`config.mk`:
```
export PLATFORM = sky130hd
export DESIGN_NAME = timer_counter
export DESIGN_NICKNAME = d
export VERILOG_FILES = /design/src/timer_pkg.sv /design/src/timer_counter.sv
export SDC_FILE = /design/constraint.sdc
export NUM_CORES = 1
export LEC_CHECK = 0
export ABC_AREA = 1
export BUFFER_PORTS_ARGS = -buffer_cell sky130_fd_sc_hd__buf_4
export CORE_MARGIN = 2
export CORE_UTILIZATION = 30
export CTS_CLUSTER_DIAMETER = 40
export DETAILED_ROUTE_END_ITERATION = 6
export GPL_ROUTABILITY_DRIVEN = 0
export PLACE_DENSITY = 0.55
export SLEW_MARGIN = 0
export SYNTH_ARGS = -nofsm -noshare
export SYNTH_HDL_FRONTEND = slang
export SYNTH_SLANG_ARGS = --single-unit
```
`constraint.sdc`:
```
create_clock -name clk -period 2.7 [get_ports clk]
set_input_delay 0.27 -clock clk [delete_from_list [all_inputs] [get_ports clk]]
set_output_delay 0.27 -clock clk [all_outputs]
set_load 0.01 [all_outputs]
```
`src/timer_pkg.sv`:
```
// constants and carrier types for the 16-bit timer with input capture
// Functional notes
// - capture value byte read latches other byte
// - channel control write releases read latch
// - capture mode ignores channel value writes
// - debug freezes read latch state
// - debug reads return live channel value
// - output modes buffer value writes; control resets
// - debug writes go direct; buffer untouched
// - clock select resets to none
// - clock select none stops, keeps counter
// - external counter clock is synchronised first
// - selected clock feeds 7-bit prescaler
// - 16-bit counter, one step per tick
// - up count zero to modulo, reload
// - up count overflow on modulo to zero
// - center mode counts up then down
// - center overflow on modulo to modulo-1
// - modulo zero or ones: free run
// - counter byte write clears counter
// - capture mode decode from mode, edge and center bits
// - edge select: 01 rise, 10 fall, 11 both
// - selected edge captures counter, sets flag
// - flag set third clock after edge
// - capture keeps working in debug mode
// - debug freezes the counter
// - flag clear is read-then-write-zero
package timer_pkg;
    localparam int NUM_CH = 2;
    // register offsets
    localparam logic [3:0] ADDR_STATUS_CONTROL = 4'h0;
    localparam logic [3:0] ADDR_COUNTER_HIGH = 4'h1;
    localparam logic [3:0] ADDR_COUNTER_LOW = 4'h2;
    localparam logic [3:0] ADDR_MODULO_HIGH = 4'h3;
    localparam logic [3:0] ADDR_MODULO_LOW = 4'h4;
    localparam logic [3:0] ADDR_CH_CONTROL_BASE = 4'h5;
    localparam logic [3:0] ADDR_CH_VALUE_HIGH_BASE = 4'h6;
    localparam logic [3:0] ADDR_CH_VALUE_LOW_BASE = 4'h7;
    localparam logic [3:0] ADDR_CH_STRIDE = 4'h3;
    // field positions
    localparam int BIT_FLAG = 7;
    localparam int BIT_IRQ_EN = 6;
    localparam int BIT_CENTER = 5;
    // clock source encodings
    localparam logic [1:0] CLK_NONE = 2'h0;
    localparam logic [1:0] CLK_SYSTEM = 2'h1;
    localparam logic [1:0] CLK_FIXED = 2'h2;
    localparam logic [1:0] CLK_EXTERNAL = 2'h3;
    // channel mode encodings
    localparam logic [1:0] MODE_CAPTURE = 2'h0;
    localparam logic [1:0] MODE_COMPARE = 2'h1;
    localparam logic [15:0] COUNT_ALL_ONES = 16'hffff;
    localparam logic [15:0] COUNT_ZERO = 16'h0000;

    typedef struct packed {
        logic wr;
        logic rd;
        logic [3:0] addr;
        logic [7:0] wdata;
    } bus_req_t;

    typedef struct packed {
        logic [1:0] mode;
        logic [1:0] edge_sel;
        logic irq_en;
        logic flag;
        logic clear_armed;
        logic [15:0] value;
        logic [15:0] rd_buf;
        logic rd_latched;
        logic rd_first_high;
        logic [15:0] wr_buf;
        logic wr_high_seen;
        logic wr_low_seen;
        logic [2:0] pin_sync;
    } channel_t;

    typedef struct packed {
        logic overflow;
        logic overflow_armed;
        logic overflow_irq_en;
        logic center;
        logic [1:0] clock_source_select;
        logic [2:0] presc;
        logic [6:0] pre_cnt;
        logic [15:0] count;
        logic count_down;
        logic [15:0] modulo;
        logic [15:0] mod_buf;
        logic mod_high_seen;
        logic mod_low_seen;
        logic [2:0] ext_sync;
        logic [7:0] rdata;
        channel_t [NUM_CH-1:0] ch;
    } state_t;

    // everything clears at reset: clock source none, modulo zero
    localparam state_t STATE_RESET = '0;
endpackage

```
`src/timer_counter.sv`:
```
// 16-bit timer counter with prescaler, overflow flag and input-capture channels
`timescale 1ns/10ps
module timer_counter
    import timer_pkg::*;
(
    // clock and reset
    input wire logic clk,
    input wire logic reset_n,
    // register port
    input wire bus_req_t bus,
    output logic [7:0] rdata,
    // clock sources and debug
    input wire logic ext_clk_pin,
    input wire logic fixed_clk_tick,
    input wire logic debug_mode,
    // channel pins and requests
    input wire logic [NUM_CH-1:0] channel_pin,
    output logic [NUM_CH-1:0] channel_irq,
    output logic overflow_irq
);
    state_t q;
    state_t next_q;
    logic cnt_wr;
    logic src_tick;
    logic cnt_tick;
    logic free_run;
    logic [7:0] div_shift;
    logic [6:0] pre_mask;
    logic [NUM_CH-1:0] ic_mode;
    logic [NUM_CH-1:0] cap_event;
    logic [3:0] addr_ctl [NUM_CH];
    logic [3:0] addr_vh [NUM_CH];
    logic [3:0] addr_vl [NUM_CH];

    // counter clock selection; external clock edge only after the synchroniser
    assign cnt_wr = bus.wr && (bus.addr == ADDR_COUNTER_HIGH || bus.addr == ADDR_COUNTER_LOW);
    always_comb begin
        case (q.clock_source_select)
            CLK_SYSTEM: src_tick = 1'b1;
            CLK_FIXED: src_tick = fixed_clk_tick;
            CLK_EXTERNAL: src_tick = q.ext_sync[1] & ~q.ext_sync[2];
            default: src_tick = 1'b0;
        endcase
    end

    // prescaler: count wraps at 2^presc-1, giving divide by 1..128
    assign div_shift = 8'h01 << q.presc;
    assign pre_mask = 7'(div_shift - 8'h01);
    assign cnt_tick = src_tick && ((q.pre_cnt & pre_mask) == pre_mask) && !debug_mode;
    assign free_run = (q.modulo == COUNT_ZERO) || (q.modulo == COUNT_ALL_ONES);

    // per-channel decode, edge detect and request lines
    genvar g;
    for (g = 0; g < NUM_CH; g++) begin : gch
        logic rise;
        logic fall;
        assign addr_ctl[g] = ADDR_CH_CONTROL_BASE + 4'(g) * ADDR_CH_STRIDE;
        assign addr_vh[g] = ADDR_CH_VALUE_HIGH_BASE + 4'(g) * ADDR_CH_STRIDE;
        assign addr_vl[g] = ADDR_CH_VALUE_LOW_BASE + 4'(g) * ADDR_CH_STRIDE;
        assign ic_mode[g] = !q.center && q.ch[g].mode == MODE_CAPTURE
                            && q.ch[g].edge_sel != 2'h0;
        assign rise = q.ch[g].pin_sync[1] & ~q.ch[g].pin_sync[2];
        assign fall = ~q.ch[g].pin_sync[1] & q.ch[g].pin_sync[2];
        assign cap_event[g] = ic_mode[g] && ((q.ch[g].edge_sel[0] && rise)
                              || (q.ch[g].edge_sel[1] && fall));
        assign channel_irq[g] = q.ch[g].flag && q.ch[g].irq_en;
    end
    assign overflow_irq = q.overflow && q.overflow_irq_en;
    assign rdata = q.rdata;

    // whole next state of the block
    always_comb begin
        logic tof_set;
        logic is_hi;
        logic oc_mode;
        logic upd_now;
        tof_set = 1'b0;
        is_hi = 1'b0;
        oc_mode = 1'b0;
        upd_now = 1'b0;
        next_q = q;
        next_q.rdata = 8'h00;
        // synchronisers: first stage feeds only the second
        next_q.ext_sync = {q.ext_sync[1:0], ext_clk_pin};
        for (int i = 0; i < NUM_CH; i++) begin
            next_q.ch[i].pin_sync = {q.ch[i].pin_sync[1:0], channel_pin[i]};
        end

        // counter; a byte write wins over counting, even in debug
        if (cnt_wr) begin
            next_q.count = COUNT_ZERO;
            next_q.pre_cnt = 7'h00;
            next_q.count_down = 1'b0;
        end else if (src_tick && !debug_mode) begin
            next_q.pre_cnt = cnt_tick ? 7'h00 : q.pre_cnt + 7'h01;
            if (cnt_tick) begin
                if (free_run) begin
                    next_q.count = q.count + 16'h0001;
                    tof_set = (q.count == COUNT_ALL_ONES);
                end else if (!q.center) begin
                    if (q.count >= q.modulo) begin
                        next_q.count = COUNT_ZERO;
                        tof_set = 1'b1;
                    end else begin
                        next_q.count = q.count + 16'h0001;
                    end
                end else if (!q.count_down) begin
                    if (q.count >= q.modulo) begin
                        next_q.count = q.modulo - 16'h0001;
                        next_q.count_down = 1'b1;
                        tof_set = 1'b1;
                    end else begin
                        next_q.count = q.count + 16'h0001;
                    end
                end else if (q.count == COUNT_ZERO) begin
                    next_q.count = 16'h0001;
                    next_q.count_down = 1'b0;
                end else begin
                    next_q.count = q.count - 16'h0001;
                end
            end
        end

        // register reads; data stand in the following cycle only
        if (bus.rd) begin
            case (bus.addr)
                ADDR_STATUS_CONTROL: begin
                    next_q.rdata = {q.overflow, q.overflow_irq_en, q.center, q.clock_source_select, q.presc};
                    next_q.overflow_armed = q.overflow;
                end
                ADDR_COUNTER_HIGH: next_q.rdata = q.count[15:8];
                ADDR_COUNTER_LOW: next_q.rdata = q.count[7:0];
                ADDR_MODULO_HIGH: next_q.rdata = q.modulo[15:8];
                ADDR_MODULO_LOW: next_q.rdata = q.modulo[7:0];
                default: next_q.rdata = 8'h00;
            endcase
            for (int i = 0; i < NUM_CH; i++) begin
                if (bus.addr == addr_ctl[i]) begin
                    next_q.rdata = {q.ch[i].flag, q.ch[i].irq_en, q.ch[i].mode,
                                    q.ch[i].edge_sel, 2'b00};
                    next_q.ch[i].clear_armed = q.ch[i].flag;
                end
                if (bus.addr == addr_vh[i] || bus.addr == addr_vl[i]) begin
                    is_hi = (bus.addr == addr_vh[i]);
                    if (debug_mode || !ic_mode[i]) begin
                        // debug bypasses the latch and leaves it as it was
                        next_q.rdata = is_hi ? q.ch[i].value[15:8] : q.ch[i].value[7:0];
                    end else if (q.ch[i].rd_latched) begin
                        next_q.rdata = is_hi ? q.ch[i].rd_buf[15:8] : q.ch[i].rd_buf[7:0];
                        if (is_hi != q.ch[i].rd_first_high) begin
                            next_q.ch[i].rd_latched = 1'b0;
                        end
                    end else begin
                        // freeze the pair so a capture between byte reads cannot tear it
                        next_q.rdata = is_hi ? q.ch[i].value[15:8] : q.ch[i].value[7:0];
                        next_q.ch[i].rd_buf = q.ch[i].value;
                        next_q.ch[i].rd_latched = 1'b1;
                        next_q.ch[i].rd_first_high = is_hi;
                    end
                end
            end
        end

        // register writes
        if (bus.wr) begin
            case (bus.addr)
                ADDR_STATUS_CONTROL: begin
                    next_q.overflow_irq_en = bus.wdata[BIT_IRQ_EN];
                    next_q.center = bus.wdata[BIT_CENTER];
                    next_q.clock_source_select = bus.wdata[4:3];
                    next_q.presc = bus.wdata[2:0];
                    if (!bus.wdata[BIT_FLAG] && q.overflow_armed) begin
                        next_q.overflow = 1'b0;
                    end
                    next_q.overflow_armed = 1'b0;
                    next_q.mod_high_seen = 1'b0;
                    next_q.mod_low_seen = 1'b0;
                end
                ADDR_MODULO_HIGH: begin
                    if (debug_mode) begin
                        next_q.modulo[15:8] = bus.wdata;
                    end else begin
                        next_q.mod_buf[15:8] = bus.wdata;
                        next_q.mod_high_seen = 1'b1;
                    end
                end
                ADDR_MODULO_LOW: begin
                    if (debug_mode) begin
                        next_q.modulo[7:0] = bus.wdata;
                    end else begin
                        next_q.mod_buf[7:0] = bus.wdata;
                        next_q.mod_low_seen = 1'b1;
                    end
                end
                default: begin
                end
            endcase
            for (int i = 0; i < NUM_CH; i++) begin
                if (bus.addr == addr_ctl[i]) begin
                    next_q.ch[i].irq_en = bus.wdata[BIT_IRQ_EN];
                    next_q.ch[i].mode = bus.wdata[5:4];
                    next_q.ch[i].edge_sel = bus.wdata[3:2];
                    // writing one has no effect; zero clears only after an armed read
                    if (!bus.wdata[BIT_FLAG] && q.ch[i].clear_armed) begin
                        next_q.ch[i].flag = 1'b0;
                    end
                    next_q.ch[i].clear_armed = 1'b0;
                    next_q.ch[i].rd_latched = 1'b0;
                    next_q.ch[i].wr_high_seen = 1'b0;
                    next_q.ch[i].wr_low_seen = 1'b0;
                end
                if (bus.addr == addr_vh[i] || bus.addr == addr_vl[i]) begin
                    is_hi = (bus.addr == addr_vh[i]);
                    if (ic_mode[i]) begin
                        next_q.ch[i].value = q.ch[i].value;
                    end else if (debug_mode) begin
                        // direct write; sequencing state stays frozen
                        if (is_hi) begin
                            next_q.ch[i].value[15:8] = bus.wdata;
                        end else begin
                            next_q.ch[i].value[7:0] = bus.wdata;
                        end
                    end else if (is_hi) begin
                        next_q.ch[i].wr_buf[15:8] = bus.wdata;
                        next_q.ch[i].wr_high_seen = 1'b1;
                    end else begin
                        next_q.ch[i].wr_buf[7:0] = bus.wdata;
                        next_q.ch[i].wr_low_seen = 1'b1;
                    end
                end
            end
        end

        // buffered modulo takes effect when stopped, else at the overflow point
        if (next_q.mod_high_seen && next_q.mod_low_seen && !debug_mode
            && (q.clock_source_select == CLK_NONE || tof_set)) begin
            next_q.modulo = next_q.mod_buf;
            next_q.mod_high_seen = 1'b0;
            next_q.mod_low_seen = 1'b0;
        end

        // overflow flag: a set in the clearing cycle wins
        if (tof_set) begin
            next_q.overflow = 1'b1;
            next_q.overflow_armed = 1'b0;
        end

        // channel buffer transfer and capture events
        for (int i = 0; i < NUM_CH; i++) begin
            oc_mode = !q.center && q.ch[i].mode == MODE_COMPARE;
            upd_now = (q.clock_source_select == CLK_NONE) || (oc_mode ? cnt_tick : tof_set);
            if (next_q.ch[i].wr_high_seen && next_q.ch[i].wr_low_seen && !debug_mode
                && upd_now) begin
                next_q.ch[i].value = next_q.ch[i].wr_buf;
                next_q.ch[i].wr_high_seen = 1'b0;
                next_q.ch[i].wr_low_seen = 1'b0;
            end
            if (cap_event[i]) begin
                next_q.ch[i].value = q.count;
                next_q.ch[i].flag = 1'b1;
                next_q.ch[i].clear_armed = 1'b0;
            end
        end
    end

    // state register; clock source resets to none
    always_ff @(posedge clk) begin
        if (!reset_n) begin
            q <= STATE_RESET;
        end else begin
            q <= next_q;
        end
    end
endmodule

```
== After elaboration in Yosys (flattened, before gate mapping) ==
Cells that the tools add are included.

* Bits in registers: 202

* $add $sub $neg: 5
* Order comparisons: 1
* Eq/ne operators: 24
* Shift operators: 1
* Multiplexer cells: 108
* Bitwise operators: 17
* Reduce and logical (&&, ||, !) cells: 100

{| class="wikitable"
|+ Operators with widths
! operator !! number
|-
| $mux W16 || 14
|-
| $mux W18 || 12
|-
| $mux W8 || 27
|-
| $pmux W8 S5 || 1
|-
| $mux W1 || 35
|-
| $mux W34 || 1
|-
| $eq A16 B16 Y1 const B || 2
|-
| $logic_not A16 Y1 || 2
|-
| $sub A16 B1 Y16 const B || 2
|-
| $logic_and A1 B1 Y1 || 31
|-
| $reduce_bool A2 Y1 || 15
|-
| $reduce_bool A3 Y1 || 8
|-
| $mux W2 || 11
|-
| $reduce_and A5 Y1 || 4
|-
| $mux W9 || 2
|-
| $mux W17 || 1
|-
| $add A16 B1 Y16 const B || 1
|-
| $eq A4 B3 Y1 const B || 4
|-
| $ge A16 B16 Y1 || 1
|-
| $reduce_and A3 Y1 || 5
|-
| $reduce_or A2 Y1 || 7
|-
| $eq A4 B4 Y1 const B || 3
|-
| $reduce_and A4 Y1 || 3
|-
| $logic_or A1 B1 Y1 || 11
|-
| other kinds (21) || 53
|}

== Longest topological paths before layout ==
Gate-level depths: netlist of the first run.

* Depth after elaboration: 14
* Depth in mapped cells: 22
* Mapped depth without buffers: 20

== Worst setup path before layout of the first run ==
OpenSTA, ideal clock, no wires.

* Path kind: register -> register
* From: register q[162] in the netlist's numbering
* To: register q[106] in the netlist's numbering
* Library setup time: 0.071 ns
* Data arrival time: 2.387 ns
* Data required time: 2.629 ns
* Setup slack: 0.242 ns
* Stages on the path, launching flop included: 18
* Clock period less this slack: 2.458 ns
* Cell sequence: dfxtp_1 -> clkbuf_1 -> inv_1 -> ha_1 -> a21oi_1 -> o21ai_0 -> a21oi_1 -> nand2_1 -> nand2_1 -> nand2_1 -> nand2_2 -> nand3_2 -> nand2_2 -> buf_2 -> nand2_1 -> nand3_1 -> nand2_1 -> a21oi_1

* Word-level cells in the longest chain between the ends: 13
* Elaborated cells between the ends (all ways): 22
* Those cells by class: 1 x order compare; 3 x eq/ne; 10 x mux; 8 x reduce/logical

{| class="wikitable"
|+ RTL lines
! element !! line !! RTL
|-
| from (decl) || timer_counter.sv:21 || <nowiki>state_t q;</nowiki>
|-
| from (signal assigned) || timer_counter.sv:271 || <nowiki>q <= next_q;</nowiki>
|-
| $ge A16 B16 Y1 || timer_counter.sv:101, timer_counter.sv:108 ||
|-
| $mux W1 || timer_counter.sv:101, timer_counter.sv:108 ||
|-
| $mux W1 || timer_counter.sv:107 || <nowiki>end else if (!q.count_down) begin</nowiki>
|-
| $mux W1 || timer_counter.sv:100 || <nowiki>end else if (!q.center) begin</nowiki>
|-
| $mux W1 * || timer_counter.sv:97 || <nowiki>if (free_run) begin</nowiki>
|-
| $mux W1 * || timer_counter.sv:96 || <nowiki>if (cnt_tick) begin</nowiki>
|-
| $mux W1 * || timer_counter.sv:94 || <nowiki>end else if (src_tick && !debug_mode) begin</nowiki>
|-
| $mux W1 * || timer_counter.sv:90 || <nowiki>if (cnt_wr) begin</nowiki>
|-
| $mux W1 * || timer_counter.sv:251 || <nowiki>upd_now = (q.clock_source_select == CLK_NONE) || (oc_mode ? cnt_tick : tof_set);</nowiki>
|-
| $logic_or A1 B1 Y1 * || timer_counter.sv:251 ||
|-
| $logic_and A1 B1 Y1 * || timer_counter.sv:253 || <nowiki>&& upd_now) begin</nowiki>
|-
| $ne A3 B2 Y1 (no source line), or another cell as far along || -- ||
|-
| $reduce_and A5 Y1 (no source line) / $mux W18 (equally long branches) || -- ||
|}

Every way passes the cells marked *; elsewhere a longest branch is shown, timed or not.
A chain may end at the register's enable or synchronous reset.

== Worst setup path in the final report of the first run ==
* From: register q[171] in the netlist's numbering
* To: register q[164] in the netlist's numbering

* Word-level cells in the longest chain between the ends: 12
* Elaborated cells between the ends (all ways): 16
* Those cells by class: 1 x order compare; 1 x eq/ne; 8 x mux; 6 x reduce/logical

{| class="wikitable"
|+ RTL lines
! element !! line !! RTL
|-
| $ge A16 B16 Y1 || timer_counter.sv:101, timer_counter.sv:108 ||
|-
| $mux W1 || timer_counter.sv:101, timer_counter.sv:108 ||
|-
| $mux W1 || timer_counter.sv:107 ||
|-
| $mux W1 || timer_counter.sv:100 ||
|-
| $mux W1 * || timer_counter.sv:97 ||
|-
| $mux W1 * || timer_counter.sv:96 ||
|-
| $mux W1 * || timer_counter.sv:94 ||
|-
| $mux W1 * || timer_counter.sv:90 ||
|-
| $logic_or A1 B1 Y1 * || timer_counter.sv:236 || <nowiki>&& (q.clock_source_select == CLK_NONE || tof_set)) begin</nowiki>
|-
| $logic_and A1 B1 Y1 * || timer_counter.sv:236 ||
|-
| $reduce_bool A2 Y1 (no source line) || -- ||
|-
| $reduce_and A3 Y1 (no source line) || -- ||
|}

Marks and branches as above.

==> results.cfg, run 1 <==
[status]
outcome = finished, final reports clean

[synthesis]
syn_inst = 1731
yosysTopAreaCell = dfxtp_1
ys_seq_area_share_pct = 35.50
synth_enable_flop_cells = 0
syn-mean-instance-area_um2 = 6.581
async_flop_share_pct = 0
synth_adder_area_share_pct = 2.416
ys_seq_elements = 202
syn-num-nets = 1774
synthMuxAreaShare_pct = 1.230
synth-compound-area-share_pct = 17.32
yosys_most_used_dff = dfxtp_1
synth_top_area_share_pct = 35.50
ys_top_cells_by_area = dfxtp_1 (35%), nand2_1 (13%), inv_1 (7.9%)
synth_xor_area_share_pct = 2.691
synth_top_family_by_area = simple AND/OR/NAND/NOR gates
post_synth_num_cell_types = 46
yosys_warnings = 0
syn_area_um2 = 11390
synth-simple-area-share_pct = 28.87

[place]
dp_cells = 2278
dp_slack_ns = 0.03084
dp_hpwl_um = 31160
portBuffers = 31
placed_area_um2 = 12590

[setup_path]
cp-start-kind = flip-flop
required_ns = 3.14
cpMostUsedCell = nand2_1
path_cells = ha_1 -> nand2_1 -> nor2_2 -> and3_1 -> nand3_1 -> nand2_1 -> inv_1 -> nor2_2 -> nand2_4 -> a21oi_4 -> buf_6 -> buf_4 -> nand2_1 -> nand3_1 -> nand2_1 -> inv_2
crit_arrival_ns = 3.03
cp_max_fo = 8
crit_type = reg2reg
path_delay_family = simple AND/OR/NAND/NOR gates
max_stage_delay_ns = 0.39
slowest_stage = dfxtp_2
worstPathBufferInverterCount = 4
endpoint_kind = flip-flop

[pwr]
p_sw_uw = 2009
sw_frac_of_total_pct = 23.67
leakage_uw = 0.006746
vdd_drop_max_uv = 356.5
clkPwrFrac_pct = 57.9
finalPower_uw = 8485
p_comb_share_pct = 6.3
cellPowerDensity_nw_per_um2 = 604.0
pwr-share-seq_pct = 35.8
intPower_uw = 6476

[finish]
fillers = 4033
syn_to_final_growth_pct = 23.31
layout-drive-gt1-share_pct = 12.98
design_area_um2 = 14050
n_antenna_cell = 0
finalNonFillerCells = 2352
fin_nets = 1856

[cts]
cts_buffer_depth = 3
clkLatencyLatePin_ns = 0.52
cts_made_buffers = 36
cts_root_buffer = clkbuf_16
cts_tree = done
cts_sinks = 202
cts_max_level = 2
clk_pin_slew_worst_paths_ns = 0.05

[timing]
final.setup.worst_slack_ns = 0.1049
period_share_pct = 96.11
maxSlewViolCount = 0
slew_headroom_pct = 32.15
skew_ns = 0.02351
fmax_ghz = 0.3853
finalSetupViolCount = 0
hold_slack_ns = 0.06750
hold_viol_final = 0
worst_slew_pin_slew_ns = 0.9921
period_minus_slack_ns = 2.595

[grt]
grt_pass1_vias = 11060
grt_use_total_pct = 20.87
grt_max_degree = 49
antenna_found_initial = 0
grt_overflow = 0
grt_pass1_wl_um = 63110

[route]
drc = 0
vias_per_cell = 5.037
top_layer = met4
wl_met3_um = 3207
vias = 11850
drt-pass1-iter-count = 6
drt-total-wl_um = 41160
postRouteAntennaNets = 0
initialDrtViolationCount = 1436
wl_met2_um = 17690
post_drt_wl_per_cell_um = 17.50
m1WireLength_um = 18450

[floorplan]
pin_count = 32
rows = 71
fp.dieW_um = 198.9
die_area_um2 = 39550
core-area_um2 = 37490
die_y_um = 198.9
start_util_pct = 30.39

[job]
max_cap_violations = 0

[hold_path]
worst_hold_path_type = in2reg
## registers in the layout, indices dropped and copies added, names as in the netlist
signal  count
rdata       8
q         188
next_q      6
## worst reg2reg max path, cell delays in order, from the launching register on
cell     delay [ns]
dfxtp_2        0.39
ha_1           0.23
nand2_1        0.11
nor2_2         0.13
and3_1         0.20
nand3_1        0.16
nand2_1        0.11
inv_1          0.05
nor2_2         0.16
nand2_4        0.11
a21oi_4        0.29
buf_6          0.18
buf_4          0.11
nand2_1        0.06
nand3_1        0.09
nand2_1        0.06
inv_2          0.10
## cells in the mapped netlist (2+ instances only)
cell type,count
a2111oi_0,2
a211oi_1,7
a21oi_1,130
a221oi_1,10
a31oi_1,2
a41oi_1,4
and3_1,2
buf_1,6
buf_2,19
buf_4,10
buf_6,2
clkbuf_1,51
clkinv_1,3
dfxtp_1,202
ha_1,22
inv_1,241
inv_2,11
mux2i_1,14
nand2_1,400
nand2_2,6
nand3_1,102
nand3_2,4
nand3b_1,17
nand4_1,29
nor2_1,155
nor2_2,7
nor2_4,3
nor3_1,20
nor3_4,2
nor3b_1,5
nor4_1,3
o2111ai_1,4
o211ai_1,6
o21ai_0,147
o21ai_1,8
o22ai_1,25
o31ai_1,5
o32ai_1,2
o41ai_1,2
or2_2,2
xnor2_1,3
xor2_1,32
## layout by cell type, fill, tap and decap left out, types with 4 or more instances in the layout
| cell type | instances |
|---|---|
| a211oi_1 | 7 |
| a21oi_1 | 130 |
| a221oi_1 | 10 |
| a41oi_1 | 4 |
| buf_12 | 4 |
| buf_4 | 122 |
| bufinv_16 | 7 |
| clkbuf_1 | 5 |
| clkbuf_16 | 37 |
| clkbuf_8 | 4 |
| clkinv_2 | 5 |
| dfxtp_1 | 197 |
| dfxtp_2 | 5 |
| ha_1 | 21 |
| inv_1 | 240 |
| inv_2 | 12 |
| mux2i_1 | 14 |
| nand2_1 | 397 |
| nand2_2 | 7 |
| nand3_1 | 100 |
| nand3_2 | 5 |
| nand3b_1 | 17 |
| nand4_1 | 29 |
| nor2_1 | 155 |
| nor2_2 | 7 |
| nor3_1 | 20 |
| nor3b_1 | 5 |
| o2111ai_1 | 4 |
| o211ai_1 | 6 |
| o21ai_0 | 147 |
| o21ai_1 | 8 |
| o22ai_1 | 25 |
| o31ai_1 | 5 |
| xor2_1 | 32 |
## power groups by stage
stage | combinational (uW) | clock [uW] | sequential, uW
after floorplan | 310 | 0 | 3090
after detailed placement | 513 | 0 | 3100
final | 533 | 4910 | 3040
after global routing | 583 | 5130 | 3040
after CTS | 520 | 4990 | 3040
after global placement | 514 | 0 | 3100
## routing by layer
| layer | vias to the layer above | GRT usage [%] |
|---|---|---|
| met5 | - | 0 |
| met4 | 0 | 9.453 |
| met3 | 107 | 3.408 |
| met2 | 494 | 32.35 |
| met1 | 5444 | 28.38 |
| li1 | 5801 | - |
## layout make-up
| cell class | instances | area, um^2 | share of cell area [%] |
|---|---|---|---|
| clock inverters | 20 | 302.8 | 2.156 |
| multi-input cells | 1187 | 6050 | 43.07 |
| repair buffers | 131 | 1049 | 7.464 |
| flip-flops and latches | 202 | 4050 | 28.83 |
| inverters | 255 | 957.2 | 6.814 |
| well taps | 511 | 639.4 | 4.552 |
| clock buffers | 46 | 999.7 | 7.117 |
## path summary, 6_finish.rpt
check / endpoint / slack, ns / depth (start not counted) / startpoint
max: q[164]$_SDFFE_PN0P_ / 0.10 / 16 / q[171]$_SDFFE_PP0P_
max reg2reg: q[164]$_SDFFE_PN0P_ / 0.10 / 16 / q[171]$_SDFFE_PP0P_
min reg2reg: next_q[64]$_SDFF_PN0_ / 0.41 / 2 / next_q[63]$_SDFF_PN0_
min: q[55]$_SDFF_PP0_ / 0.07 / 3 / bus[12]
## what timing repair did
| action | CTS | global route |
|---|---|---|
| hold endpoints to repair | 3 | 0 |
| gates resized for setup | 0 | 18 |
| setup buffers | 0 | 4 |
| endpoints found under the setup margin | 0 | 47 |
| hold buffers | 3 | 0 |
## kinds of logic after synthesis
group | Yosys count
buf+inv | 343
compound gates | 357
mux | 14
simple gates | 758
fa+ha+maj | 22
xor+xnor | 35
flops | 202
## per-stage QoR
step / TNS [ns] / util, %
2_1_floorplan: 0 / -
3_3_place_gp: 0 / 33.59
3_5_place_dp: 0 / 33.59
4_1_cts: 0 / 37.15
5_1_grt: -0.03350 / 37.47
6_report: 0 / 37.47
No activity file was read; power rests on OpenSTA's default activity.
==> inputs of run 2 (changes only) <==
--- a/config.mk
+++ b/config.mk
@@ -13,6 +13,7 @@
 export DETAILED_ROUTE_END_ITERATION = 6
 export GPL_ROUTABILITY_DRIVEN = 0
 export PLACE_DENSITY = 0.55
+export REMOVE_ABC_BUFFERS = 1
 export SLEW_MARGIN = 0
 export SYNTH_ARGS = -nofsm -noshare
 export SYNTH_HDL_FRONTEND = slang
==> constraint.sdc (replaced) <==
create_clock -name clk -period 3.3 [get_ports clk]
set_input_delay 0.33 -clock clk [delete_from_list [all_inputs] [get_ports clk]]
set_output_delay 0.33 -clock clk [all_outputs]
set_load 0.01 [all_outputs]
==> run 2 against run 1 <==
Net effect: worst hold slack improved by 0.075 ns; sequential cell count did not move; worst setup slack improved by 0.17 ns; critical path depth did not move; sequential power fell by 18%; cell count fell by 1.5%; fmax fell by 14%; non-clock buffer count fell by 35; cell area fell by 3.0%; sequential share of layout area rose by 0.84 points; global-route usage rose by 0.81 points.
==> results.cfg, run 2 (synthesis gave the netlist of run 1 again) <==
[cts]
cts_max_level = 2
cts_tree = done
cts_resized = 0
clk_pin_slew_worst_paths_ns = 0.05
cts_root_buffer = clkbuf_16
clkLatencyLatePin_ns = 0.53
cts_buffer_depth = 3
cts_sinks = 202
post-cts-setup-buffers = 0
cts_made_buffers = 38

[pwr]
leakage_uw = 0.006510
vdd_drop_max_uv = 282.6
finalPower_uw = 6861
cellPowerDensity_nw_per_um2 = 503.4

[setup_path]
crit_type = reg2reg
required_ns = 3.72
endpoint_kind = flip-flop
cp-start-kind = flip-flop
crit_end = q[43]$_SDFFE_PN0P_
r2r_cells = 16
r2r_slack_ns = 0.28
cp_max_fo = 16
r2r_start = q[156]$_SDFFE_PN0P_
crit_path_start = q[156]$_SDFFE_PN0P_
crit_arrival_ns = 3.44
reg2reg_to = q[43]$_SDFFE_PN0P_

[floorplan]
rows = 71
pin_count = 32
die_y_um = 198.9
core-area_um2 = 37490
die_area_um2 = 39550
fp.dieW_um = 198.9
start_util_pct = 30.39

[finish]
top_register = q
largest_reg_flops = 188
fin_nets = 1822
n_antenna_cell = 0
layout_commonest_cell = nand2_1
layout_common_cells = nand2_1 (400), inv_1 (241), dfxtp_1 (202), nor2_1 (155), o21ai_0 (147)
syn_to_final_growth_pct = 19.64
layout-drive-gt1-share_pct = 10.63

[route]
top_layer = met4
post_drt_wl_per_cell_um = 18.26
m1WireLength_um = 18790
drt-pass1-iter-count = 6
vias_per_cell = 5.111
wl_met3_um = 3275
wl_met2_um = 18190
drt-total-wl_um = 42300
vias = 11840
drc = 0
initialDrtViolationCount = 1178
postRouteAntennaNets = 0

[grt]
grt_overflow = 0
grt_pass1_wl_um = 65210
grt_use_total_pct = 21.68
grt_max_degree = 40
antenna_found_initial = 0
grt_pass1_vias = 11200

[timing]
period_minus_slack_ns = 3.022
skew_ns = 0.02133
maxSlewViolCount = 0
hold_viol_final = 0
worst_slew_pin_slew_ns = 1.095
fin_tns_setup_ns = 0
fmax_ghz = 0.3309
slew_headroom_pct = 25.08
period_share_pct = 91.59
finalSetupViolCount = 0
rsz0062_at_grt = no

[place]
dp_hpwl_um = 31680
portBuffers = 31

[hold_path]
worst_hold_path_type = in2reg
hp-start = bus[12]

[status]
outcome = finished, final reports clean

[job]
max_cap_violations = 0
==> run 2: cell types whose count changed in the layout (fill, tap and decap cells not counted), moves of 2 or more <==
cell / delta
bufinv_16: -2
nand2_4: -2
nand3_4: -2
nand2_1: +3
clkinvlp_4: +3
clkinv_4: -2
dfxtp_1: +5
buf_6: -2
buf_12: -4
buf_4: -29
clkinv_2: +2
dfxtp_2: -5
nand3_1: +2
==> run 2: power breakdown <==
part           switching (uW)  total, uW  internal, uW  leakage, uW
combinational             297        419           122      0.00427
sequential               17.2       2490          2470      0.00163
clock                    1380       3960          2570     0.000615
total                    1700       6860          5160      0.00651
==> run 2: worst min-delay path by stage <==
stage / to / slack [ns] / cells past startpoint
6_report: q[55]$_SDFF_PP0_ / 0.14 / 3
5_1_grt: q[55]$_SDFF_PP0_ / 0.14 / 3
4_1_cts: q[55]$_SDFF_PP0_ / 0.12 / 3
3_5_place_dp: next_q[2]$_SDFF_PN0_ / 0.40 / 2
3_3_place_gp: next_q[2]$_SDFF_PN0_ / 0.40 / 2
2_1_floorplan: next_q[134]$_SDFF_PN0_ / 0.39 / 2
==> run 2: layout make-up <==
cell class | count | area [um^2]
Multi-Input combinational cell | 1186 | 5984
Inverter | 255 | 957.2
Fill cell | 4048 | 23860
Clock inverter | 21 | 265.3
Sequential cell | 202 | 4044
Timing Repair Buffer | 96 | 728.2
Tap cell | 511 | 639.4
Clock buffer | 46 | 1011
==> run 2: what timing repair did <==
item,in CTS,in global routing
hold buffers,3,0
endpoints found under the hold margin,3,0
setup endpoints to repair,0,0
==> run 2: critical path, stage by stage (launching register included) <==
cell     delay (ns)
dfxtp_1        0.50
inv_1          0.13
ha_1           0.35
a21oi_1        0.16
nand2_1        0.08
nand2_1        0.06
nand2_1        0.05
nand2_1        0.07
nand2_1        0.10
nand2_1        0.12
nand2_1        0.11
nand3_1        0.11
nand2_2        0.11
nand2_2        0.24
nand3_2        0.34
o21ai_0        0.29
nor2_1         0.07
==> run 2: stage by stage <==
| stage | instance area, um^2 | cells | setup slack, ns | hold slack [ns] | utilization (%) |
|---|---|---|---|---|---|
| 2_1_floorplan | 10990 | 1643 | 0.1926 | 0.3900 | - |
| 3_3_place_gp | 12320 | 2247 | 0.3790 | 0.3976 | 32.87 |
| 3_5_place_dp | 12320 | 2247 | 0.3714 | 0.4036 | 32.87 |
| 4_1_cts | 13630 | 2317 | 0.3560 | 0.1203 | 36.36 |
| 5_1_grt | 13630 | 2317 | 0.04478 | 0.1408 | 36.36 |
| 6_report | 13630 | 2317 | 0.2776 | 0.1421 | 36.36 |
==> run 2: routing by layer <==
metal | vias to the layer above | track usage [%]
met1 | 5492 | 29.22
met5 | - | 0.5109
met2 | 525 | 33.23
li1 | 5717 | -
met4 | 0 | 10.70
met3 | 108 | 3.832
